### src/nosi_pkg.sv
// Package with constants and types for the network option status indicators
package nosi_pkg;

    // Clock rate, flash half periods, start-up step and apply durations
    localparam int unsigned CLK_HZ = 20_000_000;
    localparam int unsigned HB_HALF_MS = 250;
    localparam int unsigned SLOW_HALF_MS = 750;
    localparam int unsigned STEP_MS = 250;
    localparam int unsigned APPLY_MS = 10;
    localparam int unsigned HB_HALF_CYC = CLK_HZ / 1000 * HB_HALF_MS;
    localparam int unsigned SLOW_HALF_CYC = CLK_HZ / 1000 * SLOW_HALF_MS;
    localparam int unsigned STEP_CYC = CLK_HZ / 1000 * STEP_MS;
    localparam int unsigned APPLY_CYC = CLK_HZ / 1000 * APPLY_MS;

    // Mirror field positions: link, line-rate, fault, processor
    localparam int unsigned MIR_LINK_BIT = 3;
    localparam int unsigned MIR_RATE_BIT = 2;
    localparam int unsigned MIR_FAULT_BIT = 1;
    localparam int unsigned MIR_CPU_BIT = 0;
    localparam logic [3:0] MIR_RESET = 4'h0;

    typedef enum logic [2:0] {
        SEQ_MOD_GRN = 3'b000,
        SEQ_NET_RED = 3'b001,
        SEQ_MOD_RED = 3'b010,
        SEQ_NET_GRN = 3'b011,
        SEQ_NET_OFF = 3'b100,
        SEQ_DONE = 3'b101
    } nosi_seq_e;

    // Status conditions from the stack and the drive interface
    typedef struct packed {
        logic rate_100;
        logic link_ok;
        logic cpu_ok;
        logic ip_invalid;
        logic comm_lost;
        logic ip_dup;
        logic tcp_reg;
        logic class1_up;
        logic class1_lost;
        logic board_ok;
    } nosi_status_s;

    // Bicolour indicator drive
    typedef struct packed {
        logic green;
        logic red;
    } nosi_bicolor_s;

endpackage

### src/nosi_flash_div.sv
// Free running divider that toggles a flash phase every half period
`timescale 1ns/1ns
module nosi_flash_div #(
    parameter int unsigned HALF_CYC = 16
) (
    input wire logic core_clk_i,
    input wire logic rst_n_i,
    input wire logic sync_clr_i,
    output logic phase_o
);
    localparam int unsigned CW = $clog2(HALF_CYC + 1);
    localparam logic [CW-1:0] LAST = CW'(HALF_CYC - 1);

    logic [CW-1:0] cnt_reg;

    always_ff @(posedge core_clk_i or negedge rst_n_i) begin
        if (!rst_n_i) begin
            cnt_reg <= '0;
            phase_o <= 1'b0;
        end else if (sync_clr_i) begin
            cnt_reg <= '0;
            phase_o <= 1'b0;
        end else if (cnt_reg == LAST) begin
            cnt_reg <= '0;
            phase_o <= ~phase_o;
        end else begin
            cnt_reg <= cnt_reg + CW'(1);
        end
    end
endmodule

### src/nosi_indicators.sv
// Status indicator controller for the Ethernet option module
`timescale 1ns/1ns

// Operation
// - Line-rate green on at 100, off 10
// - Link green on while link valid
// - Modbus: processor indicator flashes as heartbeat
// - Modbus: fault off without errors
// - Modbus: fault steady on for invalid IP
// - Modbus: fault flashes with processor on loss
// - Modbus: duplicate IP gives slower fault flash
// - EIP: network green steady with Class 1
// - EIP: network green off without TCP
// - EIP: network green flashes when registered
// - EIP: network red steady on duplicate IP
// - EIP: network red flashes on Class 1 loss
// - EIP: module green steady while board healthy
// - EIP: module red steady for invalid IP
// - EIP: module red flashes on comm loss
// - EIP: indicator step sequence after each settings apply
// - Read-only mirror of four indicator states
// - Apply restarts comms, parameter self-clears
module nosi_indicators
    import nosi_pkg::*;
#(
    parameter int unsigned HB_HALF = HB_HALF_CYC,
    parameter int unsigned SLOW_HALF = SLOW_HALF_CYC,
    parameter int unsigned STEP = STEP_CYC,
    parameter int unsigned APPLY = APPLY_CYC
) (
    input wire logic core_clk_i,
    input wire logic rst_n_i,
    input wire logic proto_eip_i,
    input wire nosi_status_s status_i,
    input wire logic apply_wr_i,
    output logic settings_apply_param_o,
    output logic comm_restart_o,
    output logic rate_led_o,
    output logic link_led_o,
    output logic cpu_led_o,
    output logic fault_led_o,
    output nosi_bicolor_s network_status_indicator_o,
    output nosi_bicolor_s module_status_indicator_o,
    output logic [3:0] indicator_state_mirror_o,
    output logic proto_eip_o
);
    // ==========================================================
    // Input synchronisers
    // ==========================================================
    localparam int unsigned SYNC_W = $bits(nosi_status_s) + 1;

    logic [SYNC_W-1:0] s1_reg;
    logic [SYNC_W-1:0] s2_reg;
    logic [SYNC_W-1:0] s3_reg;
    logic [SYNC_W-1:0] filt_reg;
    nosi_status_s st;
    logic proto_live;

    // Stack conditions come from another domain; accept a change only when
    // two settled stages agree, so a single-cycle glitch is never shown.
    always_ff @(posedge core_clk_i or negedge rst_n_i) begin
        if (!rst_n_i) begin
            s1_reg <= '0;
            s2_reg <= '0;
            s3_reg <= '0;
        end else begin
            s1_reg <= {proto_eip_i, status_i};
            s2_reg <= s1_reg;
            s3_reg <= s2_reg;
        end
    end

    always_ff @(posedge core_clk_i or negedge rst_n_i) begin
        if (!rst_n_i) begin
            filt_reg <= '0;
        end else begin
            for (int i = 0; i < SYNC_W; i++) begin
                if (s2_reg[i] == s3_reg[i]) begin
                    filt_reg[i] <= s3_reg[i];
                end
            end
        end
    end

    assign st = nosi_status_s'(filt_reg[SYNC_W-2:0]);
    assign proto_live = filt_reg[SYNC_W-1];

    // ==========================================================
    // Settings apply parameter
    // ==========================================================
    localparam int unsigned AW = $clog2(APPLY + 1);
    localparam logic [AW-1:0] APPLY_LAST = AW'(APPLY - 1);

    logic [AW-1:0] apply_cnt_reg;
    logic apply_reg;
    logic restart_pulse;

    always_ff @(posedge core_clk_i or negedge rst_n_i) begin
        if (!rst_n_i) begin
            apply_reg <= 1'b0;
            apply_cnt_reg <= '0;
        end else if (!apply_reg) begin
            apply_cnt_reg <= '0;
            if (apply_wr_i) begin
                apply_reg <= 1'b1;
            end
        end else if (apply_cnt_reg == APPLY_LAST) begin
            apply_reg <= 1'b0;
            apply_cnt_reg <= '0;
        end else begin
            apply_cnt_reg <= apply_cnt_reg + AW'(1);
        end
    end

    assign restart_pulse = apply_reg && (apply_cnt_reg == APPLY_LAST);

    always_ff @(posedge core_clk_i or negedge rst_n_i) begin
        if (!rst_n_i) begin
            settings_apply_param_o <= 1'b0;
            comm_restart_o <= 1'b0;
        end else begin
            settings_apply_param_o <= apply_reg;
            comm_restart_o <= restart_pulse;
        end
    end

    // ==========================================================
    // Protocol latch
    // ==========================================================
    logic proto_reg;
    logic boot_reg;

    // The switch is honoured only on a restart (start-up latches the filter while still at its zero reset, so Modbus); moving it
    // while running must not change the protocol.
    always_ff @(posedge core_clk_i or negedge rst_n_i) begin
        if (!rst_n_i) begin
            proto_reg <= 1'b0;
            boot_reg <= 1'b1;
        end else if (boot_reg || restart_pulse) begin
            proto_reg <= proto_live;
            boot_reg <= 1'b0;
        end
    end

    // ==========================================================
    // Flash timing
    // ==========================================================
    logic hb_phase;
    logic slow_phase;

    nosi_flash_div #(
        .HALF_CYC(HB_HALF)
    ) u_hb_div (
        .core_clk_i(core_clk_i),
        .rst_n_i(rst_n_i),
        .sync_clr_i(restart_pulse),
        .phase_o(hb_phase)
    );

    nosi_flash_div #(
        .HALF_CYC(SLOW_HALF)
    ) u_slow_div (
        .core_clk_i(core_clk_i),
        .rst_n_i(rst_n_i),
        .sync_clr_i(restart_pulse),
        .phase_o(slow_phase)
    );

    // ==========================================================
    // Start-up sequence
    // ==========================================================
    localparam int unsigned SW = $clog2(STEP + 1);
    localparam logic [SW-1:0] STEP_LAST = SW'(STEP - 1);

    nosi_seq_e seq_reg;
    logic [SW-1:0] step_cnt_reg;
    logic seq_start_reg;

    // Sequence restarts after every settings apply as well as after reset
    always_ff @(posedge core_clk_i or negedge rst_n_i) begin
        if (!rst_n_i) begin
            seq_start_reg <= 1'b1;
        end else begin
            seq_start_reg <= restart_pulse;
        end
    end

    always_ff @(posedge core_clk_i or negedge rst_n_i) begin
        if (!rst_n_i) begin
            seq_reg <= SEQ_MOD_GRN;
            step_cnt_reg <= '0;
        end else if (seq_start_reg) begin
            seq_reg <= SEQ_MOD_GRN;
            step_cnt_reg <= '0;
        end else if (seq_reg != SEQ_DONE) begin
            if (step_cnt_reg == STEP_LAST) begin
                step_cnt_reg <= '0;
                case (seq_reg)
                    SEQ_MOD_GRN: seq_reg <= SEQ_NET_RED;
                    SEQ_NET_RED: seq_reg <= SEQ_MOD_RED;
                    SEQ_MOD_RED: seq_reg <= SEQ_NET_GRN;
                    SEQ_NET_GRN: seq_reg <= SEQ_NET_OFF;
                    SEQ_NET_OFF: seq_reg <= SEQ_DONE;
                    default: seq_reg <= SEQ_DONE;
                endcase
            end else begin
                step_cnt_reg <= step_cnt_reg + SW'(1);
            end
        end
    end

    // ==========================================================
    // Indicator decode
    // ==========================================================
    function automatic nosi_bicolor_s seq_pattern(input nosi_seq_e s, input logic is_net);
        nosi_bicolor_s r;
        r = '0;
        case (s)
            SEQ_MOD_GRN: r.green = !is_net;
            SEQ_NET_RED: r.red = is_net;
            SEQ_MOD_RED: r.red = !is_net;
            SEQ_NET_GRN: r.green = is_net;
            default: r = '0;
        endcase
        return r;
    endfunction

    logic cpu_next;
    logic fault_next;
    nosi_bicolor_s net_next;
    nosi_bicolor_s mod_next;

    always_comb begin
        cpu_next = st.cpu_ok & hb_phase;
        if (st.ip_invalid) begin
            fault_next = 1'b1;
        end else if (st.comm_lost) begin
            fault_next = hb_phase;
        end else if (st.ip_dup) begin
            fault_next = slow_phase;
        end else begin
            fault_next = 1'b0;
        end
    end

    always_comb begin
        net_next = '0;
        mod_next = '0;
        if (st.ip_dup) begin
            net_next.red = 1'b1;
        end else if (st.class1_lost) begin
            net_next.red = slow_phase;
        end else if (st.class1_up) begin
            net_next.green = 1'b1;
        end else if (st.tcp_reg) begin
            net_next.green = hb_phase;
        end
        // no TCP green off happens by default above
        if (st.ip_invalid) begin
            mod_next.red = 1'b1;
        end else if (st.comm_lost) begin
            mod_next.red = hb_phase;
        end else if (st.board_ok) begin
            mod_next.green = 1'b1;
        end
        if (seq_reg != SEQ_DONE) begin
            net_next = seq_pattern(seq_reg, 1'b1);
            mod_next = seq_pattern(seq_reg, 1'b0);
        end
    end

    // ==========================================================
    // Output registers
    // ==========================================================
    always_ff @(posedge core_clk_i or negedge rst_n_i) begin
        if (!rst_n_i) begin
            rate_led_o <= 1'b0;
            link_led_o <= 1'b0;
            proto_eip_o <= 1'b0;
        end else begin
            rate_led_o <= st.rate_100;
            link_led_o <= st.link_ok;
            proto_eip_o <= proto_reg;
        end
    end

    // Only the indicator set of the latched protocol is lit; the other
    // stays dark so a board fitted with both sets never shows both.
    always_ff @(posedge core_clk_i or negedge rst_n_i) begin
        if (!rst_n_i) begin
            cpu_led_o <= 1'b0;
            fault_led_o <= 1'b0;
            network_status_indicator_o <= '0;
            module_status_indicator_o <= '0;
        end else begin
            cpu_led_o <= !proto_reg & cpu_next;
            fault_led_o <= !proto_reg & fault_next;
            network_status_indicator_o <= proto_reg ? net_next : '0;
            module_status_indicator_o <= proto_reg ? mod_next : '0;
        end
    end

    always_ff @(posedge core_clk_i or negedge rst_n_i) begin
        if (!rst_n_i) begin
            indicator_state_mirror_o <= MIR_RESET;
        end else begin
            indicator_state_mirror_o[MIR_LINK_BIT] <= st.link_ok;
            indicator_state_mirror_o[MIR_RATE_BIT] <= st.rate_100;
            indicator_state_mirror_o[MIR_FAULT_BIT] <= !proto_reg & fault_next;
            indicator_state_mirror_o[MIR_CPU_BIT] <= !proto_reg & cpu_next;
        end
    end
endmodule

### config.mk
export PLATFORM = sky130hd
export DESIGN_NAME = nosi_indicators
export DESIGN_NICKNAME = d
export VERILOG_FILES = /design/src/nosi_pkg.sv /design/src/nosi_flash_div.sv /design/src/nosi_indicators.sv
export SDC_FILE = /design/constraint.sdc
export NUM_CORES = 1
export LEC_CHECK = 0
export BUFFER_PORTS_ARGS = -buffer_cell sky130_fd_sc_hd__buf_2
export CORE_MARGIN = 1
export CORE_UTILIZATION = 55
export DETAILED_ROUTE_END_ITERATION = 12
export GPL_TIMING_DRIVEN = 0
export HOLD_SLACK_MARGIN = 0.05
export PLACE_DENSITY = 0.75
export SETUP_SLACK_MARGIN = 0.15
export SLEW_MARGIN = 20
export SYNTH_ARGS = -nofsm -noshare
export SYNTH_HDL_FRONTEND = slang
export SYNTH_SLANG_ARGS = --single-unit
### constraint.sdc
create_clock -name core_clk_i -period 2.15 [get_ports core_clk_i]
set_input_delay 0.3225 -clock core_clk_i [delete_from_list [all_inputs] [get_ports core_clk_i]]
set_output_delay 0.3225 -clock core_clk_i [all_outputs]
set_load 0.01 [all_outputs]
==> flow_metrics.tcl <==
set metrics [dict create \
    status "finished clean" \
    grt_usage_pct 23.2 \
    clockBufferDepth 2 \
    rows 39 \
    path_buf_inv 2 \
    grt_pass1_wl_um 22600 \
    final-instance-count-excl-fill 851 \
    cp-end-kind "register" \
    fin_nets 713 \
    pin_count 29 \
    initial_core_util_pct 56.6 \
    timing.final.crit_period_ns 2.04 \
    worst_skew_pair.late_latency_ns 0.42 \
    ys_ff_latch 152 \
    hpwlAfterDp_um 8200 \
    place_inst 772 \
    cp_max_fo 5 \
    p_leak_nw 3.62 \
    crit_chain "buf_6 -> nor4b_4 -> nand2_1 -> or4_4 -> buf_6 -> or3b_1 -> a21oi_1" \
    drtIter0Drc 310 \
    crit_arrival_ns 2.39 \
    skew_ns 0.00580 \
    cts_tree "yes" \
    n_antenna_cell 0 \
    grt_setup_unrepaired "yes" \
    detail_route.vias_per_cell 5.71 \
    synth.top_cell.area_share_pct 57.9 \
    yosys-top-cells-count "dfrtp_1 (150), nor2_1 (98), nand2_1 (55)" \
    cts_sinks 152 \
    crit_top_cell "buf_6" \
    dieArea_um2 12200 \
    async_flop_share_pct 100 \
    cts_buffers 17 \
    drc 0 \
    port_buffers 28 \
    post-route-period-util_pct 95.0 \
    tightestPinTransition_ns 0.759 \
    fin_area_um2 8180 \
    grt_max_degree 85 \
    relSlewSlack_pct 49.0 \
    yosysUniqueCellTypes 55 \
    die_w_um 111 \
    irDropWorstVdd_mv 0.774 \
    yosysMostFrequentCell "dfrtp_1" \
    cp.required_ns 2.50 \
    path_delay_family "simple AND/OR/NAND/NOR gates" \
    antenna_left 0 \
    hold_class "in2reg" \
    synth_cells 600 \
    place_ws_ns -0.248 \
    yosysTopAreaCell "dfrtp_1" \
    drive_above_1_share_pct 23.2 \
    clock-root-buffer "clkbuf_16" \
    vias 4858 \
    worst_slack_ns 0.108 \
    setup_tns_ns 0 \
    path_clk_slew_ns 0.06 \
    grt_pass1_vias 4795 \
    synth_enable_flop_cells 0 \
    ff2ff_setup_slack_ns 0.11 \
    slowest_delay_ns 0.49 \
    postPlaceCellArea_um2 6840 \
    setup_viol 0 \
    antenna_found_initial 0 \
    path_class "reg2reg" \
    synth_area_leaders "dfrtp_1 (58%), xor2_1 (5.9%), nor2_1 (5.7%)" \
    core_area_um2 11500 \
    power_density_nw_per_um2 783 \
    maxCapViolations 0 \
    drt-wirelength-per-cell_um 16.5 \
    synth_nets 618 \
    max_freq_mhz 490 \
    syn_to_final_growth_pct 26.2 \
    largest_reg_flops 24 \
    syn_area_per_cell_um2 10.8 \
    cts-htree-levels 4 \
    timing.hold.ws_ns 0.125 \
    place_congestion 0.881 \
    synth_area_um2 6480 \
    synth_warnings 0 \
    maxSlewViolCount 0 \
    hold_viol_final 0 \
    grt.overflow.total 0 \
    die_y_um 111 \
    start_kind "register" \
    synth_ff_type "dfrtp_1" \
    crit_slowest_cell "or4_4" \
    dr.pass1.iters 5 \
    seq_area_frac_synth_pct 58.7 \
    wirelength_um 14100 \
]
worst reg2reg max path, delay by kind of cell (launching register included):
| kind | cells | cell delay [ns] |
|---|---|---|
| compound gates | 1 | 0.15 |
| buf+inv | 2 | 0.27 |
| flops | 1 | 0.37 |
| simple gates | 4 | 1.18 |
metrics by stage:
step           utilization (%)  total power [mW]
2_1_floorplan                -              3.30
3_3_place_gp              59.3              3.42
3_5_place_dp              59.7              3.45
4_1_cts                   67.5              6.43
5_1_grt                   71.3              6.63
6_report                  71.3              6.41
cells in the final DEF (no fill, tap or decap), types with 6 or more instances in the layout:
master,n
maj3_1,11
inv_1,9
xnor2_1,21
and3_1,12
buf_2,27
xor2_1,44
and4_1,8
clkinvlp_4,7
a21oi_1,10
buf_4,36
nand4_1,23
nor2_4,12
clkbuf_16,19
nor3_1,6
dlygate4sd3_1,12
or3_1,6
dfrtp_1,147
nand3_1,37
nand2_1,53
nor2_1,81
power breakdown:
part	total, mW	internal, mW	leakage (nW)	switching (mW)
logic	0.347	0.179	1.42	0.168
registers	3.10	2.99	1.93	0.112
clock network	2.95	1.74	0.267	1.21
cell type report:
type | instances | area (um^2)
Buffer | 20 | 169
Clock buffer | 18 | 439
Clock inverter | 14 | 149
Fill cell | 783 | 3290
Inverter | 9 | 33.8
Multi-Input combinational cell | 419 | 2800
Sequential cell | 152 | 3810
Tap cell | 143 | 179
Timing Repair Buffer | 76 | 599
cell families (layout without fill, tap and decap cells):
logic type	after synthesis	in the layout	synth area share [%]
compound gates	39	39	3.97
simple gates	295	295	23.2
fa+ha+maj	15	15	2.47
other cells	1	1	0.0578
xor+xnor	65	65	8.78
flops	152	152	58.7
mux	4	4	0.656
buf+inv	29	137	2.20
path summary, 6_finish.rpt:
kind | startpoint | endpoint | cells after the start
max in group asynchronous | rst_n_i | seq_start_reg | 3
max | step_cnt_reg[15] | seq_reg[1] | 7
min in group asynchronous | rst_n_i | network_status_indicator_o[0] | 2
min reg2reg | s1_reg[7] | s2_reg[7] | 0
max reg2reg | step_cnt_reg[15] | seq_reg[1] | 7
min | apply_wr_i | apply_reg | 3
layer usage:
metal / global-route usage [%] / vias to the layer above / share of wire, %
met1: 29.6 / 2411 / 43
li1: - / 2270 / -
met2: 37.1 / 152 / 50
met5: 0 / - / 0
met4: 10.8 / 0 / 1.8
met3: 5.93 / 25 / 4.9
timing repair:
| item | CTS | global route |
|---|---|---|
| endpoints found under the hold margin | 79 | 0 |
| buffers inserted | 10 | 23 |
| pin swaps | 6 | 18 |
| hold buffers | 12 | 0 |
| endpoints found under the setup margin | 67 | 78 |
| cloned | 0 | 2 |
| gates resized for setup | 27 | 60 |
(Power assumes the default switching activity.)
